===== src/hw/msc_pkg.sv =====
package msc_pkg;
    // register offsets
    localparam logic [3:0] REG_CTRL      = 4'h0;
    localparam logic [3:0] REG_POWER     = 4'h1;
    localparam logic [3:0] REG_TUNER     = 4'h2;
    localparam logic [3:0] REG_EVENT     = 4'h3;
    localparam logic [3:0] REG_STATUS    = 4'h4;
    localparam logic [3:0] REG_LIMIT     = 4'h5;
    localparam logic [3:0] REG_SERIN     = 4'h6;
    // control field positions
    localparam int CTRL_HOTPLUG_EN  = 0;
    localparam int CTRL_PRES_INV    = 1;
    localparam int CTRL_RADIO_IGN   = 2;
    localparam int CTRL_RADIO_CMD   = 3;
    localparam int CTRL_SMS_WAKE    = 4;
    localparam int CTRL_TUNER_SER   = 5;
    // event field positions (write one to fire)
    localparam int EVT_SMS          = 0;
    localparam int EVT_DATA         = 1;
    localparam int EVT_CARD_DONE    = 2;
    // status field positions
    localparam int ST_CARD_PRESENT  = 0;
    localparam int ST_CARD_READ     = 1;
    localparam int ST_RADIO_ON      = 2;
    localparam int ST_FLIGHT        = 3;
    localparam int ST_PROX_LIMIT    = 4;
    localparam int ST_FOUR_ANT      = 5;
    localparam int ST_WAKE_BUSY     = 6;
    localparam int ST_SER_BUSY      = 7;
    // reset values
    localparam logic [7:0] CTRL_RESET    = 8'h09;
    localparam logic [7:0] POWER_MAX_RST = 8'hFF;
    localparam logic [7:0] POWER_LIM_RST = 8'h80;
    // timing
    localparam int CLK_HZ           = 125_000_000;
    localparam int WAKE_PULSE_MS    = 1000;
    localparam int WAKE_PULSE_CYC   = CLK_HZ / 1000 * WAKE_PULSE_MS;
    localparam int DEBOUNCE_US      = 1000;
    localparam int DEBOUNCE_CYC     = CLK_HZ / 1_000_000 * DEBOUNCE_US;
    localparam int SER_DIV          = 4;
    // card handling states
    typedef enum logic [1:0] {
        MSC_CARD_IDLE,
        MSC_CARD_READ,
        MSC_CARD_READY
    } msc_card_t;
endpackage : msc_pkg


===== src/hw/msc_sideband.sv =====
// Added by the designer: the address map and the strobed register port.
`timescale 1ns/1ps
module msc_sideband
    import msc_pkg::*;
#(
    parameter int WAKE_CYCLES = WAKE_PULSE_CYC,
    parameter int DEB_CYCLES  = DEBOUNCE_CYC
) (
    // clock and reset
    input  wire logic       ref_clk,
    input  wire logic       rst_b,
    // register port
    input  wire logic [3:0] reg_addr,
    input  wire logic [7:0] reg_wdata,
    input  wire logic       reg_wr,
    input  wire logic       reg_rd,
    output logic      [7:0] reg_rdata,
    // board inputs
    input  wire logic       card_present_in,
    input  wire logic       radio_off_n,
    input  wire logic       proximity_n,
    input  wire logic       antenna_count_strap,
    // board outputs
    output logic            status_lamp_n_o,
    output logic            status_lamp_n_oe,
    output logic            host_wake_n,
    output logic            card_read_req,
    output logic            four_antenna,
    output logic      [7:0] tx_power_cap,
    // tuner parallel bits
    output logic            tuner_out_bit0,
    output logic            tuner_out_bit1,
    output logic            tuner_out_bit2,
    output logic            tuner_out_bit3,
    // tuner serial bus
    output logic            tuner_sclk,
    output logic            tuner_sdata_o,
    output logic            tuner_sdata_oe,
    input  wire logic       tuner_sdata_i
);
    localparam int NIN = 4;
    localparam int DW  = $clog2(DEB_CYCLES + 1);
    localparam int WW  = $clog2(WAKE_CYCLES + 1);

    initial begin
        if (WAKE_CYCLES < 1 || DEB_CYCLES < 1) $error("msc_sideband: counts must be at least one");
    end

    // registers
    logic [7:0]      ctrl_ff;
    logic [7:0]      pmax_ff;
    logic [7:0]      plim_ff;
    logic [7:0]      tuner_ff;
    logic [7:0]      rdata_ff;
    logic [NIN-1:0]  clean_ff;
    logic            strap_done_ff;
    logic [1:0]      settle_ff;
    logic            four_ant_ff;
    msc_card_t       card_ff;
    logic [WW-1:0]   wake_cnt_ff;
    logic [7:0]      pcap_ff;
    logic            lamp_ff;
    logic [3:0]      gpo_ff;
    logic [3:0]      ser_bit_ff;
    logic [1:0]      ser_div_ff;
    logic            ser_busy_ff;
    logic            sclk_ff;
    logic            sdo_ff;
    logic            sdi_ff;

    // raw board inputs, order fixed for the filters below
    wire [NIN-1:0] raw_in = {antenna_count_strap, proximity_n, radio_off_n, card_present_in};

    // three-stage synchroniser and debounce per input
    genvar gi;
    generate
        for (gi = 0; gi < NIN; gi++) begin : g_in
            logic [2:0]    sync_ff;
            logic [DW-1:0] cnt_ff;
            wire           agree  = (sync_ff[1] == sync_ff[2]);
            wire           differ = agree && (sync_ff[2] != clean_ff[gi]);
            always_ff @(posedge ref_clk or negedge rst_b) begin
                if (!rst_b) begin
                    sync_ff <= 3'h7;
                    cnt_ff  <= '0;
                end else begin
                    sync_ff <= {sync_ff[1:0], raw_in[gi]};
                    cnt_ff  <= differ ? cnt_ff + 1'b1 : '0;
                end
            end
            // filtered level; reset high matches pull-up idle
            always_ff @(posedge ref_clk or negedge rst_b) begin
                if (!rst_b) clean_ff[gi] <= 1'b1;
                else if (differ && cnt_ff == DW'(DEB_CYCLES - 1)) clean_ff[gi] <= sync_ff[2];
            end
        end
    endgenerate

    // decoded filtered levels
    wire card_lvl  = clean_ff[0];
    wire radio_lvl = clean_ff[1];
    wire prox_lvl  = clean_ff[2];
    wire strap_lvl = clean_ff[3];

    // control bits
    wire hotplug_en = ctrl_ff[CTRL_HOTPLUG_EN];
    wire pres_inv   = ctrl_ff[CTRL_PRES_INV];
    wire radio_ign  = ctrl_ff[CTRL_RADIO_IGN];
    wire radio_cmd  = ctrl_ff[CTRL_RADIO_CMD];
    wire sms_wake   = ctrl_ff[CTRL_SMS_WAKE];
    wire tuner_ser  = ctrl_ff[CTRL_TUNER_SER];

    // register write decode
    wire wr_ctrl  = reg_wr && reg_addr == REG_CTRL;
    wire wr_power = reg_wr && reg_addr == REG_POWER;
    wire wr_tuner = reg_wr && reg_addr == REG_TUNER;
    wire wr_event = reg_wr && reg_addr == REG_EVENT;
    wire wr_limit = reg_wr && reg_addr == REG_LIMIT;

    // card presence and state decisions
    wire card_active = card_lvl ^ pres_inv;
    wire card_in     = hotplug_en ? card_active : 1'b1;
    wire card_gone   = hotplug_en && !card_active;

    // radio and power decisions
    wire radio_pin_ok = radio_ign || radio_lvl;
    wire radio_on     = radio_pin_ok && radio_cmd;
    wire prox_near    = !prox_lvl;
    wire [7:0] nxt_pcap = prox_near ? plim_ff : pmax_ff;

    // wake request sources
    wire sms_req  = wr_event && reg_wdata[EVT_SMS] && sms_wake;
    wire data_req = wr_event && reg_wdata[EVT_DATA];
    wire wake_req = sms_req || data_req;

    // serial tuner transfer start
    wire ser_start = wr_tuner && tuner_ser && !ser_busy_ff;

    // read mux
    wire [7:0] status_w = {ser_busy_ff, (wake_cnt_ff != '0), four_ant_ff, prox_near,
                           !radio_on, radio_on, card_ff == MSC_CARD_READY, card_in};
    wire [7:0] nxt_rdata =
        (reg_addr == REG_CTRL)   ? ctrl_ff  :
        (reg_addr == REG_POWER)  ? pmax_ff  :
        (reg_addr == REG_TUNER)  ? tuner_ff :
        (reg_addr == REG_STATUS) ? status_w :
        (reg_addr == REG_LIMIT)  ? plim_ff  :
        (reg_addr == REG_SERIN)  ? {7'h00, sdi_ff} : 8'h00;

    // configuration registers
    always_ff @(posedge ref_clk or negedge rst_b) begin
        if (!rst_b) begin
            ctrl_ff  <= CTRL_RESET;
            pmax_ff  <= POWER_MAX_RST;
            plim_ff  <= POWER_LIM_RST;
            tuner_ff <= 8'h00;
        end else begin
            if (wr_ctrl)  ctrl_ff  <= reg_wdata;
            if (wr_power) pmax_ff  <= reg_wdata;
            if (wr_limit) plim_ff  <= reg_wdata;
            if (wr_tuner) tuner_ff <= reg_wdata;
        end
    end

    // read data, one cycle after the strobe
    always_ff @(posedge ref_clk or negedge rst_b) begin
        if (!rst_b) rdata_ff <= 8'h00;
        else        rdata_ff <= reg_rd ? nxt_rdata : 8'h00;
    end

    // strap synchroniser must refill after reset before the level is trusted
    wire strap_steady = (settle_ff == 2'h3) && g_in[3].agree && !g_in[3].differ;

    // antenna strap caught once after reset release and filter settle
    always_ff @(posedge ref_clk or negedge rst_b) begin
        if (!rst_b) begin
            strap_done_ff <= 1'b0;
            four_ant_ff   <= 1'b0;
            settle_ff     <= 2'h0;
        end else if (settle_ff != 2'h3) begin
            settle_ff <= settle_ff + 1'b1;
        end else if (!strap_done_ff && strap_steady) begin
            strap_done_ff <= 1'b1;
            four_ant_ff   <= !strap_lvl;
        end
    end

    // card state machine
    msc_card_t nxt_card;
    always_comb begin
        nxt_card = card_ff;
        case (card_ff)
            MSC_CARD_IDLE:  if (card_in) nxt_card = MSC_CARD_READ;
            MSC_CARD_READ:  begin
                if (card_gone) nxt_card = MSC_CARD_IDLE;
                else if (wr_event && reg_wdata[EVT_CARD_DONE]) nxt_card = MSC_CARD_READY;
            end
            MSC_CARD_READY: if (card_gone) nxt_card = MSC_CARD_IDLE;
            default:        nxt_card = MSC_CARD_IDLE;
        endcase
    end
    always_ff @(posedge ref_clk or negedge rst_b) begin
        if (!rst_b) card_ff <= MSC_CARD_IDLE;
        else        card_ff <= nxt_card;
    end

    // host wake pulse counter
    always_ff @(posedge ref_clk or negedge rst_b) begin
        if (!rst_b)              wake_cnt_ff <= '0;
        else if (wake_req)       wake_cnt_ff <= WW'(WAKE_CYCLES);
        else if (wake_cnt_ff != '0) wake_cnt_ff <= wake_cnt_ff - 1'b1;
    end

    // lamp, power cap and parallel tuner bits
    always_ff @(posedge ref_clk or negedge rst_b) begin
        if (!rst_b) begin
            lamp_ff <= 1'b0;
            pcap_ff <= POWER_MAX_RST;
            gpo_ff  <= 4'h0;
        end else begin
            lamp_ff <= radio_on;
            pcap_ff <= radio_on ? nxt_pcap : 8'h00;
            gpo_ff  <= tuner_ser ? 4'h0 : tuner_ff[3:0];
        end
    end

    // serial tuner: shifts tuner_ff msb first, clock divided from ref_clk
    always_ff @(posedge ref_clk or negedge rst_b) begin
        if (!rst_b) begin
            ser_busy_ff <= 1'b0;
            ser_bit_ff  <= 4'h0;
            ser_div_ff  <= 2'h0;
            sclk_ff     <= 1'b0;
            sdo_ff      <= 1'b0;
            sdi_ff      <= 1'b0;
        end else if (ser_start) begin
            ser_busy_ff <= 1'b1;
            ser_bit_ff  <= 4'h8;
            ser_div_ff  <= 2'h0;
            sdo_ff      <= reg_wdata[7];
        end else if (ser_busy_ff) begin
            ser_div_ff <= ser_div_ff + 1'b1;
            if (ser_div_ff == 2'(SER_DIV / 2 - 1)) begin
                sclk_ff <= 1'b1;
                sdi_ff  <= tuner_sdata_i;
            end else if (ser_div_ff == 2'(SER_DIV - 1)) begin
                sclk_ff    <= 1'b0;
                ser_bit_ff <= ser_bit_ff - 1'b1;
                sdo_ff     <= (ser_bit_ff >= 4'h2) ? tuner_ff[3'(ser_bit_ff - 4'h2)] : 1'b0;
                if (ser_bit_ff == 4'h1) ser_busy_ff <= 1'b0;
            end
        end
    end

    // outputs
    assign reg_rdata        = rdata_ff;
    assign status_lamp_n_o  = 1'b0;
    assign status_lamp_n_oe = lamp_ff;
    assign host_wake_n      = (wake_cnt_ff == '0);
    assign card_read_req    = (card_ff == MSC_CARD_READ);
    assign four_antenna     = four_ant_ff;
    assign tx_power_cap     = pcap_ff;
    assign tuner_out_bit0   = gpo_ff[0];
    assign tuner_out_bit1   = gpo_ff[1];
    assign tuner_out_bit2   = gpo_ff[2];
    assign tuner_out_bit3   = gpo_ff[3];
    assign tuner_sclk       = sclk_ff;
    assign tuner_sdata_o    = sdo_ff;
    assign tuner_sdata_oe   = ser_busy_ff;
endmodule : msc_sideband


===== config.mk =====
export PLATFORM = sky130hd
export DESIGN_NAME = msc_sideband
export DESIGN_NICKNAME = d
export VERILOG_FILES = /design/src/hw/msc_pkg.sv /design/src/hw/msc_sideband.sv
export SDC_FILE = /design/constraint.sdc
export NUM_CORES = 1
export LEC_CHECK = 0
export BUFFER_PORTS_ARGS = -buffer_cell sky130_fd_sc_hd__buf_2
export CAP_MARGIN = 20
export CORE_MARGIN = 10
export CORE_UTILIZATION = 25
export CTS_BUF_LIST = sky130_fd_sc_hd__clkbuf_8
export CTS_CLUSTER_DIAMETER = 40
export DETAILED_ROUTE_END_ITERATION = 6
export HOLD_SLACK_MARGIN = 0.08
export PLACE_DENSITY = 0.47
export RECOVER_POWER = 25
export SYNTH_ARGS = -nofsm -noshare
export SYNTH_HDL_FRONTEND = slang
export SYNTH_SLANG_ARGS = --single-unit

===== constraint.sdc =====
create_clock -name ref_clk -period 3.9 [get_ports ref_clk]
set_clock_uncertainty 0.1 [all_clocks]
set_input_delay 1.17 -clock ref_clk [delete_from_list [all_inputs] [get_ports ref_clk]]
set_output_delay 1.17 -clock ref_clk [all_outputs]
set_load 0.01 [all_outputs]

---- Word-level counts from Yosys, hierarchy flattened ----
Cells that the tools add are included.
word-level totals
  bits in registers ....................... 180
  bits in latches ......................... 0
  RAM bits ................................ 0
  ROM bits ................................ 0
  bits of input ports ..................... 21
  output and inout port bits .............. 28
  memories kept ........................... 0
cells by class
  add/subtract/negate cells ............... 9
  $mul .................................... 0
  divide/modulo/power cells ............... 0
  $lt $le $gt $ge ......................... 2
  equal/unequal tests ..................... 29
  shift operators ......................... 0
  muxes and demuxes ....................... 42
  bitwise gates (word level) .............. 3
  reductions and logical operators ........ 46
operators by type and width
  operator                 number
  $add A17 B1 Y17 const B  4
  $eq A17 B17 Y1 const B   4
  $mux W17                 4
  $mux W8                  8
  $mux W27                 2
  $logic_not A27 Y1        1
  $reduce_bool A27 Y1      1
  $sub A27 B1 Y27 const B  1
  $logic_and A1 B1 Y1      24
  $mux W4                  5
  $mux W1                  15
  $eq A4 B3 Y1 const B     3
  $mux W2                  6
  $reduce_and A3 Y1        4
  $eq A4 B1 Y1 const B     2
  $eq A4 B2 Y1 const B     2
  $ne A2 B2 Y1 const B     4
  $reduce_bool A2 Y1       4
  $logic_not A1 Y1         7
  $eq A2 B2 Y1 const B     3
  $pmux W2 S3              1
  $add A2 B1 Y2 const B    2
  $eq A1 B1 Y1             4
  $eq A2 B1 Y1 const B     2
  13 further kinds         18

---- Longest topological paths before layout ----
Gate-level depths: netlist of the first run.
  word-level depth ........................ 8
  mapped depth ............................ 9

---- Worst setup path before layout of the first run ----
No wires, ideal clock.
  path kind ............................... input -> register
  start ................................... input port reg_addr[1]
  end ..................................... register plim_ff[0]
  setup time .............................. 0.125 ns
  arrival time ............................ 2.586 ns
  slack ................................... 1.089 ns
  stages on the path ...................... 4
  cell sequence ........................... clkbuf_1 nand2b_1 nor3_1 mux2_2
between the ends
  word-level cells in the longest chain between the ends .. 2
ends and longest elaborated chain
  element               RTL line             text
  from (decl)           msc_sideband.sv:13   input wire logic [3:0] reg_addr,
  $eq A4 B3 Y1          msc_sideband.sv:118  wire wr_limit = reg_wr && reg_addr == REG_LIMIT;
  $logic_and A1 B1 Y1   msc_sideband.sv:118
  to (signal assigned)  msc_sideband.sv:160  if (wr_limit) plim_ff <= reg_wdata;
  to (decl)             msc_sideband.sv:52   logic [7:0] plim_ff;
Every way passes these cells.
A chain may end at the register's enable or synchronous reset.

---- Worst setup path after layout of the first run ----
  start ................................... register wake_cnt_ff[15]
  end ..................................... output port host_wake_n
between the ends
  word-level cells in the longest chain between the ends .. 1
ends and longest elaborated chain
  element                 RTL line             text
  from (decl)             msc_sideband.sv:60   logic [WW-1:0] wake_cnt_ff;
  from (signal assigned)  msc_sideband.sv:210  else if (wake_req) wake_cnt_ff <= WW'(WAKE_CYCLES);
  from (signal assigned)  msc_sideband.sv:211  else if (wake_cnt_ff != '0) wake_cnt_ff <= wake_cnt_ff - 1'b1;
  $logic_not A27 Y1       msc_sideband.sv:259  assign host_wake_n = (wake_cnt_ff == '0);
  to (decl)               msc_sideband.sv:26   output logic host_wake_n,
Every way passes these cells.

==> impl_metrics.env, run 1 <==
export IMPL_fin_area_um2=9603
export IMPL_synth_edff_count=0
export IMPL_failed_checks="capacitance limit, slew limit"
export IMPL_min_from="g_in[1].sync_ff[0]"
export IMPL_rows=67
export IMPL_final_min_clock_period_ps=3618
export IMPL_global_route_usage_met1_pct=13.85
export IMPL_antennaDiodeCount=0
export IMPL_setup_tns_ps=0
export IMPL_synthFlopType="dfrtp_1"
export IMPL_met2_usage_pct=14.61
export IMPL_drtAntennaViolNets=0
export IMPL_maxCapViolCount=1
export IMPL_synth_nets=832
export IMPL_drtIter0Drc=428
export IMPL_firstDrtPassIters=4
export IMPL_globalRouteTotalUtil_pct=9.988
export IMPL_min_path_type="reg -> reg"
export IMPL_die_h_um=203.9
export IMPL_io_buffers=47
export IMPL_cts_htree_levels=4
export IMPL_critPathMaxFanout=7
export IMPL_critPathArrivalTime_ps=2350
export IMPL_fillCellCount=3511
export IMPL_syn2layout_area_growth_pct=13.57
export IMPL_relSlewSlack_pct=-26.22
export IMPL_ctsHoldBuffers=0
export IMPL_setup_viol=0
export IMPL_async_flop_share_pct=100.0
export IMPL_worstPathRequired_ps=2630
export IMPL_dieArea_um2=41580
export IMPL_cts_sink_count=180
export IMPL_vias=6035
export IMPL_postCtsSetupBuffers=0
export IMPL_via_per_inst=4.600
export IMPL_die_w_um=203.9
export IMPL_fp_coreArea_um2=33450
export IMPL_multi_input_area_um2=3761
export IMPL_p_leak_nw=3.757
export IMPL_ctsResizeCount=0
export IMPL_synth_avg_cell_area_um2=10.61
export IMPL_ys_seq_area_share_pct=53.79
export IMPL_cts_root_buf="clkbuf_8"
export IMPL_syn_cell_area_um2=8456
export IMPL_antenna_found_initial=2
export IMPL_status="finished, violations left"
export IMPL_slew_viol_final=76
export IMPL_gr_max_usage_layer="met2"
export IMPL_synthCells=797
export IMPL_dpl_hpwl_um=14060
export IMPL_wl_per_cell_um=15.32
export IMPL_cts_made_buffers=17
export IMPL_clock_latency_ps=480
export IMPL_grt_max_degree=76
export IMPL_rsz0062_at_grt="no"
export IMPL_worst_slew_pin_slew_ps=1893
export IMPL_top_level_ports=49
export IMPL_cp_start_kind="register"
export IMPL_ys_seq_elements=180
export IMPL_grt_pass1_wl_um=33380
export IMPL_yosys_warnings=0
export IMPL_initial_core_util_pct=25.28
export IMPL_ir_drop_uv=208.1
export IMPL_seq_area_um2=4548
export IMPL_synth_cell_types=60
export IMPL_crit_type="reg -> out"
export IMPL_timing_fmax_mhz=276.4
export IMPL_routed_wl_um=20100
export IMPL_tritoncts="done"
export IMPL_path_clk_slew_ps=110
export IMPL_grt_pass1_vias=6068
export IMPL_startpoint="wake_cnt_ff[15]"
export IMPL_gp_congestion=0.8164
export IMPL_hold_violations=0
export IMPL_remaining_drc_errors=0
export IMPL_nets=886
export IMPL_placed_cell_area_um2=9241
export IMPL_r2r_start="wake_cnt_ff[5]"
export IMPL_clockBufferDepth=2
export IMPL_layout_drive_gt1_share_pct=19.10
export IMPL_fin_crit_sh_pct=92.78
export IMPL_met3_usage_pct=3.059
export IMPL_grt_overflow_total=0
export IMPL_p_per_area_nw_per_um2=452.2
export IMPL_critPathCaptureType="output port"
## layer usage
layer,wire length (um),share of wire [%],vias to the layer above
li1,-,-,2942
met1,10160,51,2977
met2,8739,43,95
met3,976,4.9,19
met4,210,1.0,2
met5,11,0.055,-
## critical path: stages, from the launching register on
cell      delay, ps
dfrtp_1         450
nor4_1          640
nand2b_1        280
nor3_1          310
buf_2           190
## cells by family (layout without fill, tap and decap cells)
| group | count (synthesis) | count (layout) | synth area share, % |
|---|---|---|---|
| other | 1 | 1 | 0.04435 |
| DFF | 180 | 180 | 53.79 |
| adders and majority gates | 14 | 14 | 2.072 |
| xor gates and xnor gates | 69 | 69 | 7.147 |
| and+or+nand+nor | 353 | 353 | 21.62 |
| muxes | 51 | 51 | 6.866 |
| AOI/OAI and AO/OA | 94 | 94 | 6.733 |
| buffers and inverters | 35 | 102 | 1.731 |
## metrics by stage
stage	hold WS (ps)	std cells	utilization (%)	setup WS [ps]	power, mW
floorplan	245.2	797	-	1089	2.838
finish	264.7	1312	28.71	281.6	4.342
global placement	246.6	1280	27.63	920.7	3.117
CTS	260.6	1312	28.76	278.2	4.425
detailed placement	247.2	1280	27.63	848.0	3.127
global route	276.1	1312	28.71	134.8	4.626
## synth_stat cells (all sizes together) (10+ instances only)
library cell	count	share of area, %
ha	14	2.1
clkbuf	17	0.75
dfstp	35	11
nand4	24	1.8
and3	11	0.81
and2	10	0.74
nor4	21	1.8
xor2	38	3.9
nor2b	12	0.89
nand2	55	2.4
dfrtp	145	43
xnor2	31	3.2
inv	12	0.53
nand3	25	1.5
mux2	36	4.8
or3	17	1.3
o21ai	35	2.1
mux2i	13	1.5
nor3	23	1.4
a21oi	25	1.5
nor2	111	4.9
## final timing paths
| kind | to | slack (ps) | depth (start not counted) |
|---|---|---|---|
| max | host_wake_n | 280 | 4 |
| min | g_in[1].sync_ff[1] | 260 | 0 |
| max reg2reg | wake_cnt_ff[21] | 1180 | 5 |
| min reg2reg | g_in[1].sync_ff[1] | 260 | 0 |
| max in group asynchronous | card_lvl | 1270 | 2 |
| min in group asynchronous | wake_cnt_ff[19] | 1090 | 1 |
## final cells by class
cell class                      instances  area share (%)
Clock inverter                         14           1.355
Sequential cell                       180           47.36
Clock buffer                           18           2.580
Tap cell                              448           5.837
Inverter                               12          0.4691
Multi-Input combinational cell        582           39.17
Timing Repair Buffer                   58           3.231
## where the power goes
group,switching [mW],internal [mW]
combinational,0.358,0.337
clock,0.737,0.530
sequential,0.256,2.12
## sequential cells by signal (all words and copies together), names as in the netlist, 2 cells and up
signal and flops:
card_ff 2, ctrl_ff 8, g_in.cnt_ff 68, g_in.sync_ff 12
gpo_ff 4, plim_ff 8, pmax_ff 8, reg_rdata 8
ser_bit_ff 4, ser_div_ff 2, settle_ff 2, tuner_ff 8
tx_power_cap 8, wake_cnt_ff 27
## cells in the final DEF (no fill, tap or decap), types with 6 or more instances in the layout
cell        n
dfstp_2    31
ha_1       14
buf_4       9
o21ai_0    34
dfrtp_1   145
xnor2_1    31
nand2b_1    6
nor4_1     19
or4_1       7
nor2_1    111
or3_1      17
nor3_1     23
inv_1      14
buf_2      46
a21oi_1    25
o31ai_1     7
nor2b_1    12
clkbuf_8   18
and2_1      9
nand2_1    55
nand3_1    24
mux2_2     36
nor4b_1     9
xor2_1     38
and3_1     11
nand4_1    24
and4_1      7
mux2i_1    13
(Power assumes the default switching activity.)
==> inputs of run 2 (changes only) <==
--- a/config.mk
+++ b/config.mk
@@ -7,13 +7,15 @@
 export LEC_CHECK = 0
 export BUFFER_PORTS_ARGS = -buffer_cell sky130_fd_sc_hd__buf_2
 export CAP_MARGIN = 20
+export CELL_PAD_IN_SITES_DETAIL_PLACEMENT = 0
+export CELL_PAD_IN_SITES_GLOBAL_PLACEMENT = 1
 export CORE_MARGIN = 10
 export CORE_UTILIZATION = 25
 export CTS_BUF_LIST = sky130_fd_sc_hd__clkbuf_8
 export CTS_CLUSTER_DIAMETER = 40
 export DETAILED_ROUTE_END_ITERATION = 6
 export HOLD_SLACK_MARGIN = 0.08
-export PLACE_DENSITY = 0.47
+export PLACE_DENSITY = 0.54
 export RECOVER_POWER = 25
 export SYNTH_ARGS = -nofsm -noshare
 export SYNTH_HDL_FRONTEND = slang
==> run 2 against run 1 <==
Net effect:
- the run still ends with capacitance limit, slew limit left
- count of clock-buffer cells in the layout fell by 1
- total power rose by 4.1%
- global-route usage rose by 0.17 points
- largest power group unchanged
==> impl_metrics.env, run 2 (same netlist as run 1, synthesis figures left out) <==
export IMPL_finalPower_mw=4.520
export IMPL_critPathArrivalTime_ps=2220
export IMPL_largest_reg_flops=68
export IMPL_final_common_cell="dfrtp_1"
export IMPL_layout_drive_gt1_share_pct=18.66
export IMPL_slew_viol_final=65
export IMPL_critPathMaxFanout=7
export IMPL_cts_htree_levels=4
export IMPL_fp_coreArea_um2=33450
export IMPL_clockBufferDepth=2
export IMPL_instances_no_fill=1312
export IMPL_status="finished, violations left"
export IMPL_grt_overflow_total=0
export IMPL_cts_made_buffers=17
export IMPL_final_min_clock_period_ps=3493
export IMPL_worstPathRequired_ps=2630
export IMPL_cts_root_buf="clkbuf_8"
export IMPL_power_frac_clock_pct=31.8
export IMPL_fin_crit_sh_pct=89.56
export IMPL_die_h_um=203.9
export IMPL_crit_path_cell_trace="nor4_1, nand2b_1, nor3_1, buf_2"
export IMPL_p_sw_share_pct=30.70
export IMPL_grt_max_degree=67
export IMPL_cts_sink_count=180
export IMPL_wl_per_cell_um=15.65
export IMPL_top_level_ports=49
export IMPL_crit_type="reg -> out"
export IMPL_fin_area_um2=9686
export IMPL_routed_wl_um=20530
export IMPL_gp_congestion=0.7674
export IMPL_grt_pass1_wl_um=33970
export IMPL_via_per_inst=4.511
export IMPL_tritoncts="done"
export IMPL_p_leak_nw=3.787
export IMPL_p_int_mw=3.132
export IMPL_vias=5919
export IMPL_maxCapViolCount=1
export IMPL_relSlewSlack_pct=-20.15
export IMPL_die_w_um=203.9
export IMPL_setup_tns_ps=0
export IMPL_ctsResizeCount=0
export IMPL_clock_latency_ps=470
export IMPL_syn2layout_area_growth_pct=14.55
export IMPL_worst_slew_pin_slew_ps=1802
export IMPL_top_register="g_in.cnt_ff"
export IMPL_dieArea_um2=41580
export IMPL_firstDrtPassIters=4
export IMPL_initial_core_util_pct=25.28
export IMPL_remaining_drc_errors=0
export IMPL_rsz0062_at_grt="no"
export IMPL_dpl_hpwl_um=14270
export IMPL_globalRouteTotalUtil_pct=10.16
export IMPL_drtAntennaViolNets=0
export IMPL_drtIter0Drc=316
export IMPL_failed_checks="capacitance limit, slew limit"
export IMPL_postCtsSetupBuffers=0
export IMPL_ir_drop_uv=267.2
export IMPL_p_per_area_nw_per_um2=466.6
export IMPL_io_buffers=47
export IMPL_max_stage_delay_ps=580
export IMPL_rows=67
export IMPL_final_cell_mix="dfrtp_1, nor2_1, nand2_1"
export IMPL_hold_violations=0
export IMPL_antenna_found_initial=2
export IMPL_nets=885
export IMPL_ctsHoldBuffers=0
export IMPL_cp_start_kind="register"
export IMPL_p_switching_mw=1.387
export IMPL_path_clk_slew_ps=110
export IMPL_placed_cell_area_um2=9259
export IMPL_largest_registers="g_in.cnt_ff: 68 flops, wake_cnt_ff: 27 flops, g_in.sync_ff: 12 flops"
export IMPL_crit_slowest_cell="nor4_1"
export IMPL_setup_viol=0
export IMPL_seq_power_share_pct=52.5
export IMPL_p_comb_share_pct=15.8
export IMPL_min_path_type="reg -> reg"
export IMPL_timing_fmax_mhz=286.3
export IMPL_critPathCaptureType="output port"
export IMPL_place_inst=1279
export IMPL_hold_ws_ps=267.1
export IMPL_grt_pass1_vias=6066
-- run 2: cell types whose count changed in the layout (fill, tap and decap cells not counted), moves of 2 or more --
cell        before  now
inv_8            0    4
clkbuf_1         2    4
clkinvlp_4       3    1
inv_1           14   12
buf_4            9    5
bufinv_16        1    3
buf_12           0    2
dfstp_2         31   28
dfstp_1          4    7
-- run 2: cell type report --
type,count,area [um2]
clock inverters,15,211.5
fillers,3547,23760
repair buffers,57,322.8
clock buffers,17,234.0
flip-flops and latches,180,4548
well taps,448,560.5
diodes,1,2.502
multi-input cells,582,3761
inverters,12,45.04
-- run 2: power by group through the flow --
stage	Clock, mW	Sequential [mW]	Combinational, mW
2_1_floorplan	0	2.33	0.506
4_1_cts	1.50	2.37	0.737
5_1_grt	1.59	2.41	0.822
3_3_place_gp	0	2.41	0.728
6_report	1.44	2.37	0.712
3_5_place_dp	0	2.41	0.735
-- run 2: final timing paths --
path | from | endpoint | slack (ps) | cells after the start
max | wake_cnt_ff[15] | host_wake_n | 410 | 4
min | g_in[1].sync_ff[0] | g_in[1].sync_ff[1] | 270 | 0
max reg2reg | wake_cnt_ff[5] | wake_cnt_ff[23] | 1200 | 5
min reg2reg | g_in[1].sync_ff[0] | g_in[1].sync_ff[1] | 270 | 0
max in group asynchronous | rst_b | g_in[3].sync_ff[2] | 1460 | 2
min in group asynchronous | rst_b | wake_cnt_ff[21] | 1070 | 1
-- run 2: through the flow --
stage / worst slack, ps / util [%]
floorplan: 1089 / -
global placement: 888.2 / 27.68
detailed placement: 864.1 / 27.68
CTS: 318.0 / 29.01
global route: 100.2 / 28.95
finish: 407.3 / 28.96
-- run 2: worst max-delay path, delay by kind of cell (launching register included) --
family                 cells  cell delay (ps)
DFF                        1              450
and+or+nand+nor            3             1110
buffers and inverters      1              170
-- run 2: routing by layer --
metal	track usage [%]	vias to the layer above	part of all wire, %
met4	2.292	0	0.79
met5	0	-	0
met2	15.00	65	44
li1	-	2930	-
met3	2.710	13	3.4
met1	14.44	2911	52
